===== config.mk =====
export PLATFORM = sky130hd
export DESIGN_NAME = vam_voltage_memory
export DESIGN_NICKNAME = d
export VERILOG_FILES = /design/src/logic/vam_pkg.sv /design/src/logic/vam_event_edge.sv /design/src/logic/vam_voltage_memory.sv
export VERILOG_INCLUDE_DIRS = /design/src /design/src/logic
export SDC_FILE = /design/constraint.sdc
export NUM_CORES = 2
export LEC_CHECK = 0
export BUFFER_PORTS_ARGS = -buffer_cell sky130_fd_sc_hd__buf_2
export CAP_MARGIN = 10
export CORE_AREA = 2 2 387 389
export DETAILED_ROUTE_END_ITERATION = 16
export DIE_AREA = 0 0 389 391
export PLACE_DENSITY = 0.63
export REMOVE_ABC_BUFFERS = 1
export SLEW_MARGIN = 20
export SYNTH_ARGS = -nofsm -noshare
export SYNTH_HDL_FRONTEND = slang
export SYNTH_HIERARCHICAL = 1
export SYNTH_SLANG_ARGS = --single-unit

===== constraint.sdc =====
create_clock -name clk -period 3.8 [get_ports clk]
set_clock_uncertainty 0.1 [all_clocks]
set_input_delay 0.19 -clock clk [delete_from_list [all_inputs] [get_ports clk]]
set_output_delay 0.19 -clock clk [all_outputs]
set_load 0.03 [all_outputs]

===== src/logic/vam_defs.svh =====
`ifndef VAM_DEFS_SVH
`define VAM_DEFS_SVH

// register offsets (byte addresses)
`define VAM_OFS_CTRL 8'h00
`define VAM_OFS_VTHR 8'h04
`define VAM_OFS_ITHR 8'h08
`define VAM_OFS_MAXT 8'h0C
`define VAM_OFS_STAT 8'h10
`define VAM_OFS_EVT 8'h14
`define VAM_OFS_MASK 8'h18
`define VAM_OFS_HELD 8'h1C
`define VAM_OFS_THDA 8'h20
`define VAM_OFS_THDP 8'h24
`define VAM_OFS_FREQ 8'h28
`define VAM_OFS_ANG 8'h40
`define VAM_OFS_HARM 8'h80

// control field positions
`define VAM_CTRL_EN 0
`define VAM_CTRL_CUREN 1
`define VAM_CTRL_FORCECT 2
`define VAM_CTRL_FIX60 3
`define VAM_CTRL_HABS 4
`define VAM_CTRL_HDISP_LO 5
`define VAM_CTRL_MODE_LO 7
`define VAM_CTRL_USED_LO 9
`define VAM_CTRL_SYNC3 15
`define VAM_CTRL_SYNC4 16
`define VAM_MODE_SYNC 2'h2

// reset values
`define VAM_RST_CTRL 32'h00007E00
`define VAM_RST_VTHR 16'h07D0
`define VAM_RST_ITHR 16'h0064
`define VAM_RST_MAXT 16'h0032

// limits: voltage in 10 mV, time in 10 ms, angle in 0.01 deg, freq in 0.01 Hz
`define VAM_VTHR_MIN 16'h00C8
`define VAM_VTHR_MAX 16'h1388
`define VAM_MAXT_MIN 16'h0002
`define VAM_MAXT_MAX 16'h1388
`define VAM_ANG_LIMIT 16'h8CA0
`define VAM_FREQ_50 16'h1388
`define VAM_FREQ_60 16'h1770
`define VAM_ANG_COUNT 9

// timing: one time step of the active-time limit
`define VAM_STEP_NS 10000000
`define VAM_CLK_PERIOD_NS 5
`define VAM_STEP_CYCLES (`VAM_STEP_NS / `VAM_CLK_PERIOD_NS)

`endif


===== src/logic/vam_pkg.sv =====
package vam_pkg;

    typedef enum logic [1:0] {
        ST_IDLE = 2'b00,
        ST_ACTIVE = 2'b01,
        ST_EXPIRED = 2'b10
    } vam_state_t;

    typedef struct packed {
        vam_state_t st;
        logic [31:0] ctrl;
        logic [15:0] vThr;
        logic [15:0] iThr;
        logic [15:0] maxTime;
        logic [11:0] evtStat;
        logic [11:0] evtMask;
        logic [1:0] blkSync;
        logic blocked;
        logic voltLow;
        logic curHigh;
        logic freqFromCt;
        logic [15:0] preAngle;
        logic [15:0] heldAngle;
        logic [21:0] stepCnt;
        logic [15:0] elapsed;
        logic inUse;
        logic nonDir;
        logic [15:0] angleOut;
        logic [15:0] ampOut;
        logic [15:0] sampFreq;
        logic [31:0] rdata;
        logic irq;
        logic [15:0] thdAmp;
        logic [15:0] thdPow;
        logic [8:0][15:0] ang;
        logic [31:0][31:0] harm;
    } vam_regs_t;

    typedef struct packed {
        logic [5:0] prev;
        logic [11:0] pulse;
    } vam_edge_t;

endpackage : vam_pkg


===== src/logic/vam_event_edge.sv =====
`timescale 1ns/1ps

module vam_event_edge (
    input wire logic clk,
    input wire logic rst,
    input wire logic [5:0] lvl,
    output logic [11:0] evtPulse
);
    import vam_pkg::*;

    vam_edge_t s_reg;
    vam_edge_t s_next;

    // on event in even bit, off event in odd bit of each pair
    always_comb begin
        s_next = s_reg;
        s_next.prev = lvl;
        for (int i = 0; i < 6; i++) begin
            s_next.pulse[2 * i] = lvl[i] & ~s_reg.prev[i];
            s_next.pulse[2 * i + 1] = ~lvl[i] & s_reg.prev[i];
        end
    end

    always_ff @(posedge clk) begin
        if (rst) begin
            s_reg <= '0;
        end else begin
            s_reg <= s_next;
        end
    end

    assign evtPulse = s_reg.pulse;

endmodule : vam_event_edge


===== src/logic/vam_voltage_memory.sv =====
`timescale 1ns/1ps
`include "vam_defs.svh"

module vam_voltage_memory #(
    parameter int STEP_CYCLES = `VAM_STEP_CYCLES
) (
    input wire logic clk,
    input wire logic rst,
    input wire logic [7:0] addr,
    input wire logic [31:0] wdata,
    input wire logic wrStb,
    input wire logic rdStb,
    output logic [31:0] rdata,
    output logic irq,
    input wire logic cycleStart,
    input wire logic blockIn,
    input wire logic [5:0][15:0] voltMag,
    input wire logic [2:0][15:0] curMag,
    input wire logic [15:0] voltAngle,
    input wire logic [15:0] phase3CurrentFreq,
    input wire logic harmValid,
    input wire logic [4:0] harmIndex,
    input wire logic [31:0] harmValue,
    input wire logic thdValid,
    input wire logic [15:0] thdAmpIn,
    input wire logic [15:0] thdPowIn,
    input wire logic angValid,
    input wire logic [3:0] angIndex,
    input wire logic [15:0] angValue,
    output logic memInUse,
    output logic nonDirectional,
    output logic [15:0] memAngle,
    output logic [15:0] memAmplitude,
    output logic [15:0] samplingFreq,
    output logic harmAbsolute,
    output logic [1:0] harmDisplay,
    output logic [11:0] evtPulse
);
    import vam_pkg::*;

    vam_regs_t r_reg;
    vam_regs_t r_next;
    logic [11:0] edgePulse;
    logic [5:0] evtLevels;

    // clamp a value into an inclusive range
    function automatic logic [15:0] clampRange(input logic [15:0] v, input logic [15:0] lo,
                                               input logic [15:0] hi);
        if (v < lo) begin
            return lo;
        end else if (v > hi) begin
            return hi;
        end
        return v;
    endfunction : clampRange

    // true while the synchrocheck angle channels hold meaningful data
    function automatic logic syncValid(input logic [31:0] c);
        return (c[`VAM_CTRL_MODE_LO +: 2] == `VAM_MODE_SYNC) && c[`VAM_CTRL_SYNC3] && c[`VAM_CTRL_SYNC4];
    endfunction : syncValid

    // read mux shared by the read path
    function automatic logic [31:0] regRead(input logic [7:0] a, input vam_regs_t r);
        logic [3:0] ai;
        ai = a[5:2];
        regRead = 32'h00000000;
        if (a[7]) begin
            regRead = r.harm[a[6:2]];
        end else if (a[7:6] == 2'h1) begin
            // sync channels 7 and 8 read zero unless valid
            if (ai < 4'h7 || (ai < 4'h9 && syncValid(r.ctrl))) begin
                regRead = {16'h0000, r.ang[ai]};
            end
        end else begin
            unique case (a)
                `VAM_OFS_CTRL: regRead = r.ctrl;
                `VAM_OFS_VTHR: regRead = {16'h0000, r.vThr};
                `VAM_OFS_ITHR: regRead = {16'h0000, r.iThr};
                `VAM_OFS_MAXT: regRead = {16'h0000, r.maxTime};
                `VAM_OFS_STAT: regRead = {24'h000000, syncValid(r.ctrl), r.nonDir, r.blocked,
                                          r.freqFromCt, r.curHigh, r.voltLow, r.st};
                `VAM_OFS_EVT: regRead = {20'h00000, r.evtStat};
                `VAM_OFS_MASK: regRead = {20'h00000, r.evtMask};
                `VAM_OFS_HELD: regRead = {16'h0000, r.heldAngle};
                `VAM_OFS_THDA: regRead = {16'h0000, r.thdAmp};
                `VAM_OFS_THDP: regRead = {16'h0000, r.thdPow};
                `VAM_OFS_FREQ: regRead = {16'h0000, r.sampFreq};
                default: regRead = 32'h00000000;
            endcase
        end
    endfunction : regRead

    // level conditions whose edges become log events
    assign evtLevels = {r_reg.blocked, r_reg.inUse, r_reg.freqFromCt, r_reg.curHigh, r_reg.voltLow,
                        r_reg.ctrl[`VAM_CTRL_EN]};

    vam_event_edge u_edge (
        .clk(clk),
        .rst(rst),
        .lvl(evtLevels),
        .evtPulse(edgePulse)
    );

    // next-state logic for the whole block
    always_comb begin
        logic low;
        logic anyUsed;
        logic high;
        logic cond;
        logic blkNow;
        logic stepDone;
        logic [11:0] clr;
        logic [15:0] nextElapsed;
        low = 1'b1;
        anyUsed = 1'b0;
        high = 1'b0;
        cond = 1'b0;
        blkNow = 1'b0;
        stepDone = 1'b0;
        clr = 12'h000;
        nextElapsed = 16'h0000;
        r_next = r_reg;

        // register writes; limits are forced so software cannot leave the range
        if (wrStb) begin
            unique case (addr)
                `VAM_OFS_CTRL: r_next.ctrl = wdata;
                `VAM_OFS_VTHR: r_next.vThr = clampRange(wdata[15:0], `VAM_VTHR_MIN, `VAM_VTHR_MAX);
                `VAM_OFS_ITHR: r_next.iThr = wdata[15:0];
                `VAM_OFS_MAXT: r_next.maxTime = clampRange(wdata[15:0], `VAM_MAXT_MIN, `VAM_MAXT_MAX);
                `VAM_OFS_EVT: clr = wdata[11:0];
                `VAM_OFS_MASK: r_next.evtMask = wdata[11:0];
                default: clr = 12'h000;
            endcase
        end

        // read data stands in the cycle after the strobe only
        r_next.rdata = rdStb ? regRead(addr, r_reg) : 32'h00000000;

        // block pin is asynchronous: two flops before use
        r_next.blkSync = {r_reg.blkSync[0], blockIn};
        if (cycleStart) begin
            r_next.blocked = r_reg.blkSync[1];
        end
        blkNow = cycleStart ? r_reg.blkSync[1] : r_reg.blocked;

        for (int i = 0; i < 6; i++) begin
            if (r_reg.ctrl[`VAM_CTRL_USED_LO + i]) begin
                anyUsed = 1'b1;
                if (voltMag[i] >= r_reg.vThr) begin
                    low = 1'b0;
                end
            end
        end
        low = low & anyUsed;
        for (int i = 0; i < 3; i++) begin
            if (curMag[i] > r_reg.iThr) begin
                high = 1'b1;
            end
        end
        r_next.voltLow = low;
        r_next.curHigh = high;
        cond = r_reg.ctrl[`VAM_CTRL_EN] && low && (!r_reg.ctrl[`VAM_CTRL_CUREN] || high);

        // active-time base: one step of 10 ms
        stepDone = (r_reg.stepCnt == 22'(STEP_CYCLES - 1));
        nextElapsed = r_reg.elapsed + 16'h0001;

        unique case (r_reg.st)
            ST_IDLE: begin
                if (cycleStart && !low) begin
                    r_next.preAngle = voltAngle;
                end
                if (cycleStart && cond && !blkNow) begin
                    r_next.st = ST_ACTIVE;
                    r_next.heldAngle = r_reg.preAngle;
                    r_next.stepCnt = 22'h000000;
                    r_next.elapsed = 16'h0000;
                end
            end
            ST_ACTIVE: begin
                r_next.stepCnt = stepDone ? 22'h000000 : r_reg.stepCnt + 22'h000001;
                if (stepDone) begin
                    r_next.elapsed = nextElapsed;
                end
                if (cycleStart && (!cond || blkNow)) begin
                    r_next.st = ST_IDLE;
                end else if (stepDone && nextElapsed >= r_reg.maxTime) begin
                    r_next.st = ST_EXPIRED;
                end
            end
            ST_EXPIRED: begin
                if (cycleStart && (!cond || blkNow)) begin
                    r_next.st = ST_IDLE;
                end
            end
            default: r_next.st = ST_IDLE;
        endcase

        r_next.inUse = (r_next.st == ST_ACTIVE);
        // expired means directional stages trip non-directionally
        r_next.nonDir = (r_next.st == ST_EXPIRED);
        r_next.angleOut = r_next.inUse ? r_next.heldAngle : voltAngle;
        r_next.ampOut = r_next.inUse ? r_reg.vThr : voltMag[0];

        r_next.freqFromCt = r_reg.ctrl[`VAM_CTRL_FORCECT] && low;
        if (r_next.freqFromCt) begin
            r_next.sampFreq = phase3CurrentFreq;
        end else begin
            r_next.sampFreq = r_reg.ctrl[`VAM_CTRL_FIX60] ? `VAM_FREQ_60 : `VAM_FREQ_50;
        end

        if (harmValid) begin
            r_next.harm[harmIndex] = harmValue;
        end
        if (thdValid) begin
            r_next.thdAmp = thdAmpIn;
            r_next.thdPow = thdPowIn;
        end
        if (angValid && angIndex < 4'(`VAM_ANG_COUNT) && angValue < `VAM_ANG_LIMIT) begin
            r_next.ang[angIndex] = angValue;
        end

        // sticky events: a new event wins over a same-cycle clear
        r_next.evtStat = (r_reg.evtStat & ~clr) | edgePulse;
        r_next.irq = |(r_next.evtStat & r_next.evtMask);
    end

    always_ff @(posedge clk) begin
        if (rst) begin
            r_reg <= '0;
            r_reg.st <= ST_IDLE;
            r_reg.ctrl <= `VAM_RST_CTRL;
            r_reg.vThr <= `VAM_RST_VTHR;
            r_reg.iThr <= `VAM_RST_ITHR;
            r_reg.maxTime <= `VAM_RST_MAXT;
            r_reg.sampFreq <= `VAM_FREQ_50;
        end else begin
            r_reg <= r_next;
        end
    end

    // every output comes from a register
    assign rdata = r_reg.rdata;
    assign irq = r_reg.irq;
    assign memInUse = r_reg.inUse;
    assign nonDirectional = r_reg.nonDir;
    assign memAngle = r_reg.angleOut;
    assign memAmplitude = r_reg.ampOut;
    assign samplingFreq = r_reg.sampFreq;
    assign harmAbsolute = r_reg.ctrl[`VAM_CTRL_HABS];
    assign harmDisplay = r_reg.ctrl[`VAM_CTRL_HDISP_LO +: 2];
    assign evtPulse = edgePulse;

endmodule : vam_voltage_memory


==> impl_summary.txt <==
----------------------------------------------------
[STA]
  Post-route fraction of the period consumed by the critical path ... 95.8%
  Worst Setup Slack, final ... approximately 0.16 ns
  Final Hold Fails ... 0
  Tightest slew margin relative to the limit ... roughly 23%
  Total count of max-transition violations in the final report ... 0
  Slew @ Worst Pin ... 1.15 ns
  Time the worst path needs with I/O delays and setup ... about 3.6 ns
  Setup violators final ... 0
  Max Clock Freq ... 275 MHz

[Global routing]
  Maximum number of pins on one net before global-route repair ... 180
  Via count of the first global-routing pass ... 55200
  Wire length of the first global-routing pass ... roughly 350 mm
  Antenna violations before repair ... 7
  Global routing usage summed across all routing layers ... 30.8%
  Global-route congestion overflow total ... 0

[Critical path]
  Capturing element type of the critical path ... flop
  Setup slack, reg-to-reg ... 0.16 ns
  Worst Setup Path Type ... reg -> reg
  Most frequent cell on the critical path ... sky130_fd_sc_hd__a21o_1
  Stages on worst setup path ... 17
  Required time reported for the critical path endpoint ... 4.41 ns
  Startpoint of the worst-slack reg-to-reg timing path ... r_reg[1286]
  Delay of the slowest cell on the worst path ... 0.38 ns
  Worst path bufs/invs ... 2
  Destination of the worst register-to-register timing path ... memAmplitude[8]
  Register-to-Register Path Depth ... 17
  Worst path cell trace ... nand4_1 > nor2_1 > and3_2 > nand3_2 > nor2_1 > xor2_1 > ha_1 > a21o_1 > a21o_1 > a21oi_1 > o21ai_0 > a21o_1 > a21oi_1 > nor3b_4 > buf_4 > buf_12 > mux2i_1
  Crit-path slowest cell ... sky130_fd_sc_hd__dfxtp_1
  Critical path startpoint category ... flop
  Crit path DAT ... about 4.3 ns
  Crit-path leading delay family ... simple AND/OR/NAND/NOR gates
  Maximum fanout count along the critical path ... 16

[Cells and area]
  Net total in the final layout ... 8262
  Fraction of final layout cells sized beyond drive strength 1 ... between 10% and 20%
  Relative area change from synthesis to final layout ... 16.2%
  Flip-flop count of the largest register, all copies and words added ... around 1400
  Finished Layout Cells ... 9847

[Yosys]
  Area fraction in and, or, nand and nor cells after synthesis ... 17.9%
  Synth Instances ... 7580
  Dominant combinational cell family by area after synthesis ... simple AND/OR/NAND/NOR gates
  Cell with the most instances after synthesis ... sky130_fd_sc_hd__nand2_1
  Synth Warn # ... 6
  Main flop type after synthesis ... sky130_fd_sc_hd__dfxtp_1
  Yosys reg bits ... between 1000 and 1500
  Synth top area cells ... sky130_fd_sc_hd__dfxtp_1 45%, sky130_fd_sc_hd__nand2_1 13%, sky130_fd_sc_hd__mux4_2 12%, sky130_fd_sc_hd__a21oi_1 8.8%, sky130_fd_sc_hd__mux2i_1 3.9%
  Fraction of the mapped netlist area in adder cells ... 3.06%
  Proportion of register bits with asynchronous set or reset after synthesis ... 0%
  Count of distinct cell types in the synthesized netlist ... 73
  Compound-cell area share of the yosys netlist ... 12.3%
  Mapped cell area ... 66200 um^2
  Synthesized area per cell ... 8.74 um^2
  Number of synthesized flops with an enable pin ... 0
  Cell type with the largest total area after synthesis ... sky130_fd_sc_hd__dfxtp_1
  Multiplexer area fraction after synthesis ... 16.4%
  Synth Area in XOR/XNOR ... less than 1%
  Synth cell count leaders ... 2346 x sky130_fd_sc_hd__nand2_1, 1483 x sky130_fd_sc_hd__dfxtp_1, 1159 x sky130_fd_sc_hd__a21oi_1
  Area share of the largest cell type after synthesis ... 44.8%
  Share of synthesized area occupied by flip-flops and latches ... 44.8%

[Floorplan]
  Die boundary height ... 391 um
  I/O pin total ... 412
  Die W ... about 390 um
  Die ar. ... about 150000 um^2
  Starting utilization of the core area ... between 40 and 50%
  Core Box Area ... 149000 um^2
  Placement Rows ... ~140

[Power]
  PwrDens ... 439 nW/um^2
  Proportion of total power due to net switching ... 24.0%
  Final total power ... roughly 34000 uW
  Max VDD drop ... 0.406 mV
  Share of power burned in combinational logic ... 6.8%
  Sw Pwr ... 8090 uW
  Share of power burned in registers ... 46.8%
  Leakage ... 0.0274 uW
  Fraction of power consumed by the clock network ... between 40% and 50%
  Int Pwr ... 25700 uW

[Clock network]
  H-Tree Depth ... 4
  Clock tree from TritonCTS ... built
  Buffer type at the clock tree root ... sky130_fd_sc_hd__clkbuf_16
  CTS clk-pin slew, worst paths ... 0.06 ns
  TritonCTS Buffers ... 156
  Clock insertion delay at the later pin of the skew report ... 0.80 ns
  CTS max path bufs ... 3
  Clock sinks ... 1483

[Drt]
  Total via count after detailed routing ... 57700
  Via-per-instance ratio ... 5.86
  1st-iter DRT viols ... 7153
  Final WL ... 242 mm
  First-pass iteration count of the detailed router ... 8
  Routed length per placed instance ... 24.6 um
  Number of nets with antenna violations after routing ... 0
  Drt drc ... 0

[Hold path]
  End of the worst hold path ... r_next[1358]
  Class of the worst hold path ... in -> reg
  Hold path startpoint ... blockIn
  Cell depth of the worst hold path ... 3

[Place]
  Worst Setup Slack post-DPL ... -0.0302 ns
  Count of buffers from port buffering ... a little over 400
  Half-perimeter wire length after detailed placement ... around 160 mm
  Total instance count after detailed placement ... 9393
  RePlAce Congestion ... slightly below 1

[Run]
  Count of max-cap constraint violations ... 0

[Outcome]
  Run status ... finished, final reports clean

----------------------------------------------------
==> cells by family after synthesis <==
kind of cell               count (synthesis)
DFF                                     1483
muxes                                    641
buffers and inverters                    819
xor gates and xnor gates                  14
and+or+nand+nor                         2990
adders and majority gates                162
AOI/OAI and AO/OA                       1471
==> worst max path at each step <==
stage,endpoint,startpoint
2_1_floorplan,irq,addr[5]
3_3_place_gp,memAngle[15],r_reg[1283]
3_5_place_dp,memAngle[10],r_reg[1283]
4_1_cts,memAngle[10],r_reg[1283]
5_1_grt,memAmplitude[7],r_reg[1286]
6_report,memAmplitude[8],r_reg[1286]
==> layer usage <==
layer	GRT usage, %	vias up	share of wire (%)
met4	17.0	8	5.8
met1	40.1	27800	39
met3	5.63	629	9.3
li1	-	26200	-
met5	0	-	0.022
met2	48.5	3005	45
==> worst reg2reg max path: stages (launching register included) <==
cell and delay, ns:
sky130_fd_sc_hd__dfxtp_1 0.38, sky130_fd_sc_hd__nand4_1 0.13, sky130_fd_sc_hd__nor2_1 0.14, sky130_fd_sc_hd__and3_2 0.26, sky130_fd_sc_hd__nand3_2 0.15, sky130_fd_sc_hd__nor2_1 0.16, sky130_fd_sc_hd__xor2_1 0.24, sky130_fd_sc_hd__ha_1 0.29
sky130_fd_sc_hd__a21o_1 0.17, sky130_fd_sc_hd__a21o_1 0.17, sky130_fd_sc_hd__a21oi_1 0.16, sky130_fd_sc_hd__o21ai_0 0.10, sky130_fd_sc_hd__a21o_1 0.20, sky130_fd_sc_hd__a21oi_1 0.14, sky130_fd_sc_hd__nor3b_4 0.20, sky130_fd_sc_hd__buf_4 0.15
sky130_fd_sc_hd__buf_12 0.17, sky130_fd_sc_hd__mux2i_1 0.25
==> power by group through the flow <==
stage	clock, uW	sequential [uW]	combinational, uW
after CTS	15900	15800	2240
after global routing	16500	15800	2410
final	15700	15800	2280
after detailed placement	0	16100	2090
after global placement	0	16100	2070
after floorplan	0	16100	686
==> placed cells by master, fill, tap and decap left out, types with 24 or more instances in the layout <==
master | netlist | final
sky130_fd_sc_hd__a21oi_1 | 1159 | 1159
sky130_fd_sc_hd__a221oi_1 | 39 | 39
sky130_fd_sc_hd__a22oi_1 | 44 | 44
sky130_fd_sc_hd__buf_12 | 1 | 47
sky130_fd_sc_hd__buf_2 | 24 | 407
sky130_fd_sc_hd__buf_4 | 96 | 151
sky130_fd_sc_hd__clkbuf_1 | 579 | 39
sky130_fd_sc_hd__clkbuf_16 | 0 | 160
sky130_fd_sc_hd__clkbuf_8 | 0 | 24
sky130_fd_sc_hd__dfxtp_1 | 1483 | 1481
sky130_fd_sc_hd__dlygate4sd3_1 | 0 | 176
sky130_fd_sc_hd__ha_1 | 162 | 162
sky130_fd_sc_hd__inv_1 | 80 | 80
sky130_fd_sc_hd__mux2_2 | 34 | 34
sky130_fd_sc_hd__mux2i_1 | 257 | 257
sky130_fd_sc_hd__mux4_2 | 350 | 350
sky130_fd_sc_hd__nand2_1 | 2346 | 2344
sky130_fd_sc_hd__nand3_1 | 77 | 76
sky130_fd_sc_hd__nand4_1 | 24 | 24
sky130_fd_sc_hd__nor2_1 | 386 | 349
sky130_fd_sc_hd__nor2_4 | 0 | 32
sky130_fd_sc_hd__nor3_1 | 30 | 27
sky130_fd_sc_hd__o21ai_0 | 66 | 66
sky130_fd_sc_hd__o22ai_1 | 24 | 24
==> cell type report <==
| class | count | area, um^2 |
|---|---|---|
| fill | 13500 | 71600 |
| antenna | 4 | 10.0 |
| tap | 1944 | 2430 |
| clock inverter | 49 | 749 |
| sequential | 1483 | 29700 |
| timing repair buffer | 785 | 5940 |
| clock buffer | 222 | 4460 |
| inverter | 82 | 310 |
| multi-input combinational | 5278 | 33300 |
==> through the flow <==
stage               hold WS (ns)  cell area (um^2)  util [%]  setup TNS, ns
global route              0.0550             76900      51.8        -0.0436
floorplan                  0.159             63000         -         -36.34
CTS                       0.0104             76800      51.7              0
global placement           0.277             69900      47.0              0
finish                    0.0620             76900      51.8              0
detailed placement         0.280             69900      47.0        -0.0612
==> repair_timing <==
item	CTS	global route
hold buffers	176	0
pin swaps	0	1
endpoints found under the setup margin	16	75
hold endpoints to repair	1368	0
gates cloned	0	1
gates resized for setup	2	6
buffers inserted	0	2
Power figures use the tool's default switching activity.
